$ cat src/logic/fsr_pkg.sv
// constants, types and opcodes shared by the status-write and read command decoder
package fsr_pkg;

  // ===========================================================================
  // widths
  localparam int unsigned ADDR_W   = 24;
  localparam int unsigned BYTE_W   = 8;
  localparam int unsigned CNT_W    = 6;
  localparam int unsigned TW_CNT_W = 24;

  // ===========================================================================
  // instruction opcodes
  localparam logic [7:0] OP_WRITE_STATUS = 8'h01;
  localparam logic [7:0] OP_READ         = 8'h03;
  localparam logic [7:0] OP_READ_STATUS  = 8'h05;
  localparam logic [7:0] OP_WRITE_UNLOCK = 8'h06;
  localparam logic [7:0] OP_FAST_READ    = 8'h0b;
  localparam logic [7:0] OP_DUAL_OUT     = 8'h3b;
  localparam logic [7:0] OP_DUAL_IO      = 8'hbb;

  // ===========================================================================
  // phase lengths, in serial clocks (last index for opcode, address and bits; dummies and status data as counts)
  localparam logic [CNT_W-1:0] OP_LAST        = 6'h07;
  localparam logic [CNT_W-1:0] ADDR_LAST_SGL  = 6'h17;
  localparam logic [CNT_W-1:0] ADDR_LAST_DUAL = 6'h0b;
  localparam logic [CNT_W-1:0] DUMMY_FAST     = 6'h08;
  localparam logic [CNT_W-1:0] DUMMY_DUAL_IO  = 6'h04;
  localparam logic [CNT_W-1:0] DUMMY_NONE     = 6'h00;
  localparam logic [CNT_W-1:0] WR_BITS        = 6'h08;
  localparam logic [CNT_W-1:0] CNT_MAX        = 6'h3f;
  localparam logic [2:0]       BIT_LAST_SGL   = 3'h7;
  localparam logic [2:0]       BIT_LAST_DUAL  = 3'h3;

  // ===========================================================================
  // status register field positions
  localparam int unsigned SR_WIP      = 0;
  localparam int unsigned SR_WEL      = 1;
  localparam int unsigned SR_BP_LSB   = 2;
  localparam int unsigned SR_BP_MSB   = 5;
  localparam int unsigned SR_PPB      = 7;
  localparam int unsigned SR_TB       = 3;
  localparam int unsigned SR_SECT     = 4;
  localparam int unsigned SR_OTP_LOCK = 7;

  // ===========================================================================
  // values after reset, and the address step
  localparam logic [3:0]        BP_RST   = 4'h0;
  localparam logic              PPB_RST  = 1'b0;
  localparam logic              TB_RST   = 1'b0;
  localparam logic              SECT_RST = 1'b0;
  localparam logic              OTPL_RST = 1'b0;
  localparam logic [ADDR_W-1:0] ADDR_RST = 24'h000000;
  localparam logic [ADDR_W-1:0] ADDR_ONE = 24'h000001;

  // ===========================================================================
  // timing: clock is 10 MHz; write cycle time is a plain default
  localparam int unsigned CLK_PERIOD_NS = 100;
  localparam int unsigned T_W_NS        = 10000000;
  localparam int unsigned T_W_CYC       = T_W_NS / CLK_PERIOD_NS;

  // ===========================================================================
  // decoder states
  typedef enum logic [7:0] {
    ST_OPC   = 8'h01,
    ST_ADDR  = 8'h02,
    ST_DUMMY = 8'h04,
    ST_DATA  = 8'h08,
    ST_WRDAT = 8'h10,
    ST_STAT  = 8'h20,
    ST_WEN   = 8'h40,
    ST_IGN   = 8'h80
  } fsr_state_t;

endpackage : fsr_pkg

$ cat src/logic/fsr_top.sv
// serial flash command decoder: status write, status read and single/dual reads
//
// Functional notes
// status write needs write-enable latch set first
// host sends opcode then one data byte
// status write never changes busy/latch bits
// status write only if select rises after bit eight
// select rise starts timed cycle, busy held high
// status read answered while write cycle runs
// cycle end clears the write-enable latch
// status write updates protect bits and permanent lock
// permanent lock freezes protect, otp lock, itself
// otp mode: lock, top/bottom, size set once; with volatile status enabled, top/bottom and size take the data byte
// normal read: 24-bit address, data on falls
// address increments per byte, wraps to zero
// select high ends read, drivers released
// reads rejected while any write cycle busy
// fast read: address plus one dummy byte
// dual output: eight dummy clocks, two-bit data
// dummy inputs ignored; host releases line zero
// dual io: address, dummy, data two bits
// no modifying command while latch is clear
// upper bit of pair on line one
// dual io uses four dummy clocks
`timescale 1ns/10ps
`default_nettype none

module fsr_top #(
  parameter int unsigned WCYCLES = fsr_pkg::T_W_CYC
) (
  input  wire logic                         clk_i,
  input  wire logic                         nrst_i,
  input  wire logic                         cs_n_i,
  input  wire logic                         sck_i,
  input  wire logic                         io_line_zero_i,
  input  wire logic                         io_line_one_i,
  output logic                              io_line_zero_o,
  output logic                              io_line_zero_oe_o,
  output logic                              io_line_one_o,
  output logic                              io_line_one_oe_o,
  output logic [fsr_pkg::ADDR_W-1:0]        mem_addr_o,
  input  wire logic [fsr_pkg::BYTE_W-1:0]   mem_rdata_i,
  input  wire logic                         otp_mode_i,
  input  wire logic                         volatile_sr_en_i,
  input  wire logic                         ext_busy_i,
  output logic [7:0]                        status_o,
  output logic                              write_enable_latch_o,
  output logic                              write_in_progress_o,
  output logic [3:0]                        protect_level_o,
  output logic                              permanent_lock_bit_o,
  output logic                              otp_lock_o,
  output logic                              top_bottom_select_o,
  output logic                              sector_size_o
);
  import fsr_pkg::*;

  // ===========================================================================
  // opcode decoding helpers
  function automatic logic is_dual_io(input logic [7:0] op);
    return op == OP_DUAL_IO;
  endfunction : is_dual_io

  function automatic logic is_dual_out(input logic [7:0] op);
    return (op == OP_DUAL_OUT) || (op == OP_DUAL_IO);
  endfunction : is_dual_out

  function automatic logic [CNT_W-1:0] dummy_clks(input logic [7:0] op);
    logic [CNT_W-1:0] n;
    n = DUMMY_NONE;
    if ((op == OP_FAST_READ) || (op == OP_DUAL_OUT)) begin
      n = DUMMY_FAST;
    end else if (op == OP_DUAL_IO) begin
      n = DUMMY_DUAL_IO;
    end
    return n;
  endfunction : dummy_clks

  function automatic fsr_state_t op_decode(input logic [7:0] op,
                                           input logic       write_enable_latch,
                                           input logic       busy);
    fsr_state_t s;
    s = ST_IGN;
    if (op == OP_WRITE_STATUS) begin
      s = (write_enable_latch && !busy) ? ST_WRDAT : ST_IGN;
    end else if (op == OP_READ_STATUS) begin
      s = ST_STAT;
    end else if (op == OP_WRITE_UNLOCK) begin
      s = ST_WEN;
    end else if ((op == OP_READ) || (op == OP_FAST_READ) ||
                 (op == OP_DUAL_OUT) || (op == OP_DUAL_IO)) begin
      s = busy ? ST_IGN : ST_ADDR;
    end
    return s;
  endfunction : op_decode

  // ===========================================================================
  // declarations
  fsr_state_t        state_q;
  logic              sck_q;
  logic              cs_q;
  logic              sck_rise;
  logic              sck_fall;
  logic              cs_rise;
  logic [CNT_W-1:0]  cnt_q;
  logic [CNT_W-1:0]  addr_last;
  logic [CNT_W-1:0]  dummy_n;
  logic              phase_end;
  logic [7:0]        opc_q;
  logic [7:0]        op_now;
  logic [ADDR_W-1:0] addr_q;
  logic [7:0]        wr_q;
  logic [7:0]        sh_q;
  logic [7:0]        src;
  logic [2:0]        bcnt_q;
  logic              drv_q;
  logic              out_phase;
  logic              dual_out;
  logic              load_byte;
  logic              busy_all;
  logic              write_in_progress;
  logic              wcyc_done;
  logic              write_enable_latch;
  logic              sr_wr;
  logic              wel_set;

  // ===========================================================================
  // pin edge detection; pins are already synchronous to clk_i
  always_ff @(posedge clk_i or negedge nrst_i) begin
    if (!nrst_i) begin
      sck_q <= 1'b0;
      cs_q  <= 1'b1;
    end else begin
      sck_q <= sck_i;
      cs_q  <= cs_n_i;
    end
  end

  assign sck_rise = !cs_n_i && sck_i && !sck_q;
  assign sck_fall = !cs_n_i && !sck_i && sck_q;
  assign cs_rise  = cs_n_i && !cs_q;

  // ===========================================================================
  // phase bookkeeping
  assign op_now    = {opc_q[6:0], io_line_zero_i};
  assign busy_all  = write_in_progress || ext_busy_i;
  assign addr_last = is_dual_io(opc_q) ? ADDR_LAST_DUAL : ADDR_LAST_SGL;
  assign dummy_n   = dummy_clks(opc_q);
  assign out_phase = (state_q == ST_DATA) || (state_q == ST_STAT);
  assign dual_out  = (state_q == ST_DATA) && is_dual_out(opc_q);
  assign load_byte = sck_fall && out_phase && (bcnt_q == 3'h0);

  always_comb begin
    phase_end = 1'b0;
    if ((state_q == ST_OPC) && (cnt_q == OP_LAST)) begin
      phase_end = 1'b1;
    end else if ((state_q == ST_ADDR) && (cnt_q == addr_last)) begin
      phase_end = 1'b1;
    end else if ((state_q == ST_DUMMY) && (cnt_q == dummy_n - 1'b1)) begin
      phase_end = 1'b1;
    end
  end

  // ===========================================================================
  // decoder state; chip select high always returns to opcode collection
  always_ff @(posedge clk_i or negedge nrst_i) begin
    if (!nrst_i) begin
      state_q <= ST_OPC;
    end else if (cs_n_i) begin
      state_q <= ST_OPC;
    end else if (sck_rise) begin
      unique case (state_q)
        ST_OPC: begin
          if (phase_end) begin
            state_q <= op_decode(op_now, write_enable_latch, busy_all);
          end
        end
        ST_ADDR: begin
          if (phase_end) begin
            state_q <= (dummy_n == DUMMY_NONE) ? ST_DATA : ST_DUMMY;
          end
        end
        ST_DUMMY: begin
          if (phase_end) begin
            state_q <= ST_DATA;
          end
        end
        ST_WEN: begin
          state_q <= ST_IGN;
        end
        ST_DATA,
        ST_STAT,
        ST_WRDAT,
        ST_IGN: begin
          state_q <= state_q;
        end
        default: begin
          state_q <= ST_IGN;
        end
      endcase
    end
  end

  // clock counter within a phase, saturating so overlong bytes are seen
  always_ff @(posedge clk_i or negedge nrst_i) begin
    if (!nrst_i) begin
      cnt_q <= '0;
    end else if (cs_n_i) begin
      cnt_q <= '0;
    end else if (sck_rise) begin
      if (phase_end) begin
        cnt_q <= '0;
      end else if (cnt_q != CNT_MAX) begin
        cnt_q <= cnt_q + 1'b1;
      end
    end
  end

  always_ff @(posedge clk_i or negedge nrst_i) begin
    if (!nrst_i) begin
      opc_q <= 8'h00;
    end else if (sck_rise && (state_q == ST_OPC)) begin
      opc_q <= op_now;
    end
  end

  // ===========================================================================
  // address: shifted in on rises, then stepped once per byte sent
  always_ff @(posedge clk_i or negedge nrst_i) begin
    if (!nrst_i) begin
      addr_q <= ADDR_RST;
    end else if (sck_rise && (state_q == ST_ADDR)) begin
      if (is_dual_io(opc_q)) begin
        addr_q <= {addr_q[ADDR_W-3:0], io_line_one_i, io_line_zero_i};
      end else begin
        addr_q <= {addr_q[ADDR_W-2:0], io_line_zero_i};
      end
    end else if (load_byte && (state_q == ST_DATA)) begin
      addr_q <= addr_q + ADDR_ONE;
    end
  end

  assign mem_addr_o = addr_q;

  // ===========================================================================
  // status data byte; counts beyond eight make the write invalid
  always_ff @(posedge clk_i or negedge nrst_i) begin
    if (!nrst_i) begin
      wr_q <= 8'h00;
    end else if (sck_rise && (state_q == ST_WRDAT) && (cnt_q < WR_BITS)) begin
      wr_q <= {wr_q[6:0], io_line_zero_i};
    end
  end

  assign sr_wr   = cs_rise && (state_q == ST_WRDAT) && (cnt_q == WR_BITS) &&
                   write_enable_latch && !write_in_progress;
  assign wel_set = cs_rise && (state_q == ST_WEN) && !busy_all;

  // ===========================================================================
  // output shifter; status read repeats the live status byte
  assign src = (state_q == ST_STAT) ? status_o : mem_rdata_i;

  always_ff @(posedge clk_i or negedge nrst_i) begin
    if (!nrst_i) begin
      sh_q           <= 8'h00;
      bcnt_q         <= 3'h0;
      io_line_one_o  <= 1'b0;
      io_line_zero_o <= 1'b0;
    end else if (cs_n_i) begin
      bcnt_q <= 3'h0;
    end else if (sck_fall && out_phase) begin
      if (bcnt_q == 3'h0) begin
        io_line_one_o <= src[7];
        if (dual_out) begin
          io_line_zero_o <= src[6];
          sh_q           <= {src[5:0], 2'b00};
          bcnt_q         <= BIT_LAST_DUAL;
        end else begin
          sh_q   <= {src[6:0], 1'b0};
          bcnt_q <= BIT_LAST_SGL;
        end
      end else begin
        io_line_one_o <= sh_q[7];
        if (dual_out) begin
          io_line_zero_o <= sh_q[6];
          sh_q           <= {sh_q[5:0], 2'b00};
        end else begin
          sh_q <= {sh_q[6:0], 1'b0};
        end
        bcnt_q <= bcnt_q - 1'b1;
      end
    end
  end

  // drive starts at the first data fall, so line zero is free during dummies
  always_ff @(posedge clk_i or negedge nrst_i) begin
    if (!nrst_i) begin
      drv_q <= 1'b0;
    end else if (cs_n_i) begin
      drv_q <= 1'b0;
    end else if (sck_fall && out_phase) begin
      drv_q <= 1'b1;
    end
  end

  assign io_line_one_oe_o  = drv_q;
  assign io_line_zero_oe_o = drv_q && dual_out;

  // ===========================================================================
  // write cycle timer and status register
  fsr_wcycle #(
    .CYCLES (WCYCLES)
  ) u_wcycle (
    .clk_i   (clk_i),
    .nrst_i  (nrst_i),
    .start_i (sr_wr),
    .busy_o  (write_in_progress),
    .done_o  (wcyc_done)
  );

  fsr_status u_status (
    .clk_i            (clk_i),
    .nrst_i           (nrst_i),
    .otp_mode_i       (otp_mode_i),
    .volatile_sr_en_i (volatile_sr_en_i),
    .wr_i             (sr_wr),
    .wr_data_i        (wr_q),
    .wel_set_i        (wel_set),
    .wel_clr_i        (wcyc_done),
    .wip_i            (write_in_progress),
    .status_o         (status_o),
    .wel_o            (write_enable_latch),
    .bp_o             (protect_level_o),
    .ppb_o            (permanent_lock_bit_o),
    .otp_lock_o       (otp_lock_o),
    .tb_o             (top_bottom_select_o),
    .sect_o           (sector_size_o)
  );

  assign write_enable_latch_o = write_enable_latch;
  assign write_in_progress_o  = write_in_progress;

endmodule : fsr_top
`default_nettype wire

$ cat src/logic/fsr_wcycle.sv
// self-timed write cycle timer: busy for a fixed count of clock cycles
`timescale 1ns/10ps
`default_nettype none

module fsr_wcycle #(
  parameter int unsigned CYCLES = fsr_pkg::T_W_CYC
) (
  input  wire logic clk_i,
  input  wire logic nrst_i,
  input  wire logic start_i,
  output logic      busy_o,
  output logic      done_o
);
  import fsr_pkg::*;

  logic [TW_CNT_W-1:0] cnt_q;
  logic                busy_q;

  // ===========================================================================
  // countdown; a start while busy is dropped so a running cycle is untouched
  always_ff @(posedge clk_i or negedge nrst_i) begin
    if (!nrst_i) begin
      busy_q <= 1'b0;
      cnt_q  <= '0;
    end else if (start_i && !busy_q) begin
      busy_q <= 1'b1;
      cnt_q  <= TW_CNT_W'(CYCLES - 1);
    end else if (busy_q) begin
      if (cnt_q == '0) begin
        busy_q <= 1'b0;
      end else begin
        cnt_q <= cnt_q - 1'b1;
      end
    end
  end

  assign busy_o = busy_q;
  assign done_o = busy_q && (cnt_q == '0);

endmodule : fsr_wcycle
`default_nettype wire

$ cat src/logic/fsr_status.sv
// status register: write-enable latch, protect bits, permanent lock, one-time bits
`timescale 1ns/10ps
`default_nettype none

module fsr_status (
  input  wire logic       clk_i,
  input  wire logic       nrst_i,
  input  wire logic       otp_mode_i,
  input  wire logic       volatile_sr_en_i,
  input  wire logic       wr_i,
  input  wire logic [7:0] wr_data_i,
  input  wire logic       wel_set_i,
  input  wire logic       wel_clr_i,
  input  wire logic       wip_i,
  output logic [7:0]      status_o,
  output logic            wel_o,
  output logic [3:0]      bp_o,
  output logic            ppb_o,
  output logic            otp_lock_o,
  output logic            tb_o,
  output logic            sect_o
);
  import fsr_pkg::*;

  logic       wel_q;
  logic [3:0] bp_q;
  logic       ppb_q;
  logic       otpl_q;
  logic       tb_q;
  logic       sect_q;

  // ===========================================================================
  // write-enable latch; a set in the same cycle as a clear wins
  always_ff @(posedge clk_i or negedge nrst_i) begin
    if (!nrst_i) begin
      wel_q <= 1'b0;
    end else if (wel_set_i) begin
      wel_q <= 1'b1;
    end else if (wel_clr_i) begin
      wel_q <= 1'b0;
    end
  end

  // ===========================================================================
  // normal-mode fields; bits 1:0 of the data byte are never used
  always_ff @(posedge clk_i or negedge nrst_i) begin
    if (!nrst_i) begin
      bp_q  <= BP_RST;
      ppb_q <= PPB_RST;
    end else if (wr_i && !otp_mode_i && !ppb_q) begin
      bp_q  <= wr_data_i[SR_BP_MSB:SR_BP_LSB];
      ppb_q <= wr_data_i[SR_PPB];
    end
  end

  // ===========================================================================
  // one-time mode fields: set-only; top/bottom and size take the data byte when volatile status is enabled
  always_ff @(posedge clk_i or negedge nrst_i) begin
    if (!nrst_i) begin
      otpl_q <= OTPL_RST;
      tb_q   <= TB_RST;
      sect_q <= SECT_RST;
    end else if (wr_i && otp_mode_i) begin
      otpl_q <= otpl_q | (wr_data_i[SR_OTP_LOCK] & ~ppb_q);
      if (volatile_sr_en_i) begin
        tb_q   <= wr_data_i[SR_TB];
        sect_q <= wr_data_i[SR_SECT];
      end else begin
        tb_q   <= tb_q | wr_data_i[SR_TB];
        sect_q <= sect_q | wr_data_i[SR_SECT];
      end
    end
  end

  // ===========================================================================
  // read view; reserved positions read as zero
  always_comb begin
    status_o = 8'h00;
    status_o[SR_WIP] = wip_i;
    status_o[SR_WEL] = wel_q;
    if (otp_mode_i) begin
      status_o[SR_OTP_LOCK] = otpl_q;
      status_o[SR_TB]       = tb_q;
      status_o[SR_SECT]     = sect_q;
    end else begin
      status_o[SR_BP_MSB:SR_BP_LSB] = bp_q;
      status_o[SR_PPB]              = ppb_q;
    end
  end

  assign wel_o      = wel_q;
  assign bp_o       = bp_q;
  assign ppb_o      = ppb_q;
  assign otp_lock_o = otpl_q;
  assign tb_o       = tb_q;
  assign sect_o     = sect_q;

endmodule : fsr_status
`default_nettype wire

$ cat config.mk
export PLATFORM = sky130hd
export DESIGN_NAME = fsr_top
export DESIGN_NICKNAME = d
export VERILOG_FILES = /design/src/logic/fsr_pkg.sv /design/src/logic/fsr_top.sv /design/src/logic/fsr_wcycle.sv /design/src/logic/fsr_status.sv
export SDC_FILE = /design/constraint.sdc
export NUM_CORES = 1
export LEC_CHECK = 0
export BUFFER_PORTS_ARGS = -buffer_cell sky130_fd_sc_hd__buf_4
export CORE_MARGIN = 8
export CORE_UTILIZATION = 60
export CTS_BUF_LIST = sky130_fd_sc_hd__clkbuf_8
export DETAILED_ROUTE_END_ITERATION = 7
export GPL_ROUTABILITY_DRIVEN = 0
export PLACE_DENSITY = 0.81
export SYNTH_ARGS = -nofsm -noshare
export SYNTH_HDL_FRONTEND = slang
export SYNTH_SLANG_ARGS = --single-unit
export TNS_END_PERCENT = 30
$ cat constraint.sdc
create_clock -name clk_i -period 2.7 [get_ports clk_i]
set_input_delay 0.27 -clock clk_i [delete_from_list [all_inputs] [get_ports clk_i]]
set_output_delay 0.27 -clock clk_i [all_outputs]
set_load 0.01 [all_outputs]
==> qor.csv <==
metric,value,unit
CTS tree,built,
simple-gate portion of the synthesized area,26.6,%
cell area after synthesis,6030,sq um
Synth Area in XOR/XNOR,5.37,%
DR vias/cell,6.20,
power density of the placed cells,446,nW/um^2
Die X-Extent,116,um
die area,13500,sq um
worst reg2reg path depth,7,
CP required,3010,ps
fmax,0.362,GHz
pin count of the biggest net entering global routing,54,
total CTS buffers,9,
Total Routed Length,15100,um
clk sinks,103,
max cap viols,0,
Detailed Routing Iterations Pass 1,5,
r2r startpoint,u_wcycle.cnt_q[5]$_DFFE_PN0P_,
Synth Warn #,0,
Clock Latency Late Sink,390,ps
share of layout cells above drive strength 1,20.7,%
"EDFF count, synth",0,
Hold Path Sink,cs_q$_DFF_PN1_,
Async SR Flop Fraction,100,%
Initial DRC Count,412,
P_leak,0.00303,uW
synthesized netlist net count,692,
# DRC,0,
min Tclk post-route,2760,ps
first-pass GRT wire length,25000,um
Area Growth Syn to Fin,15.6,%
slew of the pin with the lowest slew margin,809,ps
WL/cell,17.4,um
Compound-Gate Fraction of Synth Area,11.9,%
multiplexer share of the synthesized area,7.99,%
hold-critical path depth,1,
peak supply drop,0.416,mV
Inserted Diodes,0,
Starting Density,61.7,%
WHS,95.2,ps
initial antenna violation count,0,
R2R Setup Slk,-60,ps
Detail Route Antenna Nets,0,
clock slew at reported path FFs,100,ps
critical path arrival,3070,ps
main combinational cell family by area after synthesis,simple AND/OR/NAND/NOR gates,
Pwr Total,3110,uW
total number of vias,5387,
Bufs on Longest Clock Path,2,
post-synthesis cell type count,63,
skew final,15.1,ps
total grt overflow,0,
hold path start,cs_n_i,
Worst Setup SP,u_wcycle.cnt_q[5]$_DFFE_PN0P_,
Layout Nets,754,
register area share after synthesis,42.8,%
Max-slew headroom,45.3,%
FP Rows,36,
CP Launch Type,register,
Final Hold Fails,0,
Synth Area in Adders,1.24,%
Root Driver,clkbuf_8,
Fin Setup TNS,-76.0,ps
Overall Global Routing Usage,23.0,%
Final setup viols,2,
failing checks,negative setup slack,
Worst Slack Setup Final,-62.1,ps
IO Port Bufs,61,
hpwl dp,10700,um
Die Height,116,um
Hold Path Class,input port to register,
r2r endpoint,u_wcycle.cnt_q[19]$_DFFE_PN0P_,
vias in the first global route,5114,
WS Path Type,register to register,
Syn Inst Count,669,
"Max FO, Critical Path",5,
#FFs+latches synth,103,
number of H-tree levels,3,
Synth Area per Inst,9.01,sq um
Final Cycle Share,102,%
core area,9770,sq um
Synth Flop Type,dfrtp_1,
fin. max-slew vios,0,
post-place setup slack,57.9,ps
RSZ-0062 raised after global routing,yes,
Ports,63,
outcome,"finished, violations left",
Setup crit end kind,register,
worst max path at each step:
| stage | endpoint | slack, ps |
|---|---|---|
| 2_1_floorplan | u_wcycle.cnt_q[17]$_DFFE_PN0P_ | 170 |
| 3_3_place_gp | u_wcycle.cnt_q[16]$_DFFE_PN0P_ | 130 |
| 3_5_place_dp | u_wcycle.cnt_q[16]$_DFFE_PN0P_ | 60 |
| 4_1_cts | u_wcycle.cnt_q[16]$_DFFE_PN0P_ | 50 |
| 5_1_grt | u_wcycle.cnt_q[19]$_DFFE_PN0P_ | -110 |
| 6_report | u_wcycle.cnt_q[19]$_DFFE_PN0P_ | -60 |
power by group:
group	switching (uW)	internal (uW)
Sequential	139	1610
Clock	558	452
Combinational	181	175
Total	877	2230
cells in the mapped netlist (7+ instances only):
master	instances	area, sq um
nor2_1	52	195
nand4_1	14	87.6
xnor2_1	13	114
or3_1	8	50.1
mux2_2	25	282
a211oi_1	10	75.1
a21oi_1	31	155
and3_1	15	93.8
xor2_1	24	210
a31oi_1	9	56.3
clkbuf_1	35	131
mux2i_1	20	200
dfrtp_1	101	2530
nor4_1	12	75.1
inv_1	18	67.6
o21ai_0	27	135
nand4b_1	7	61.3
nor3_1	31	155
nand3_1	24	120
nand2_1	84	315
nor2b_1	8	50.1
layout make-up:
class / count / area (sq um)
Fill cell: 710 / 2800
Inverter: 18 / 67.6
Tap cell: 133 / 166
Timing Repair Buffer: 94 / 736
Clock inverter: 6 / 61.3
Sequential cell: 103 / 2580
Clock buffer: 10 / 138
Multi-Input combinational cell: 505 / 3220
layout by cell type, fill, tap and decap left out, drive strengths merged, types with 6 or more instances in the layout:
master  Yosys  layout
inv        18      19
nor2b       8       8
ha          6       6
nand4b      7       7
or3         9       9
buf         8      92
mux2i      20      20
nand4      14      14
nor3       32      32
a211oi     10      10
and2        6       6
nand2      84      84
nor4       14      14
nor4b       6       6
nand3      25      25
o31ai       6       6
and3       15      15
o21ai      27      27
xnor2      13      13
nor2       52      52
a31oi       9       9
dfrtp     101     101
xor2       24      24
clkbuf     35      10
a21oi      31      31
mux2       25      25
registers in the layout, indices dropped and copies added, names as in the netlist, 3 cells and up:
register / count
u_status.bp_o: 4
state_q: 8
u_wcycle.cnt_q: 24
mem_addr_o: 24
cnt_q: 6
opc_q: 8
wr_q: 8
bcnt_q: 3
sh_q: 7
routing by layer:
layer	part of all wire, %	GRT usage (%)	up-vias
met4	1.5	7.61	0
met2	49	37.1	200
met3	6.3	5.22	22
met1	44	30.0	2639
met5	0	0	-
li1	-	-	2526
logic make-up (layout without fill, tap and decap cells):
| family | after synthesis | count (layout) |
|---|---|---|
| adder cells (fa/ha/maj) | 6 | 6 |
| multiplexers | 45 | 45 |
| flip-flops | 103 | 103 |
| other | 1 | 1 |
| buffers and inverters | 61 | 128 |
| AO/OA/AOI/OAI | 113 | 113 |
| AND/OR/NAND/NOR | 303 | 303 |
| XOR/XNOR | 37 | 37 |
worst max-delay path, stage by stage (launching register included):
cell     delay (ps)
dfrtp_1         400
or4_4           560
or4_4           460
nor4b_4         470
nand3_2         170
buf_4           180
or3_1           300
a21oi_1         150
metrics by stage:
step | instances | util [%] | cell area [sq um]
after global placement | 845 | 68.5 | 6700
final | 869 | 71.4 | 6970
after global routing | 869 | 71.4 | 6970
after detailed placement | 845 | 68.5 | 6700
after CTS | 863 | 70.8 | 6920
after floorplan | 669 | - | 6030
what timing repair did:
item	4_1_cts	5_1_grt
resized for setup	0	4
setup buffers	0	6
hold endpoints to repair	51	0
endpoints found under the setup margin	0	2
hold buffers	2	0
No activity file was read; power rests on OpenSTA's default activity.
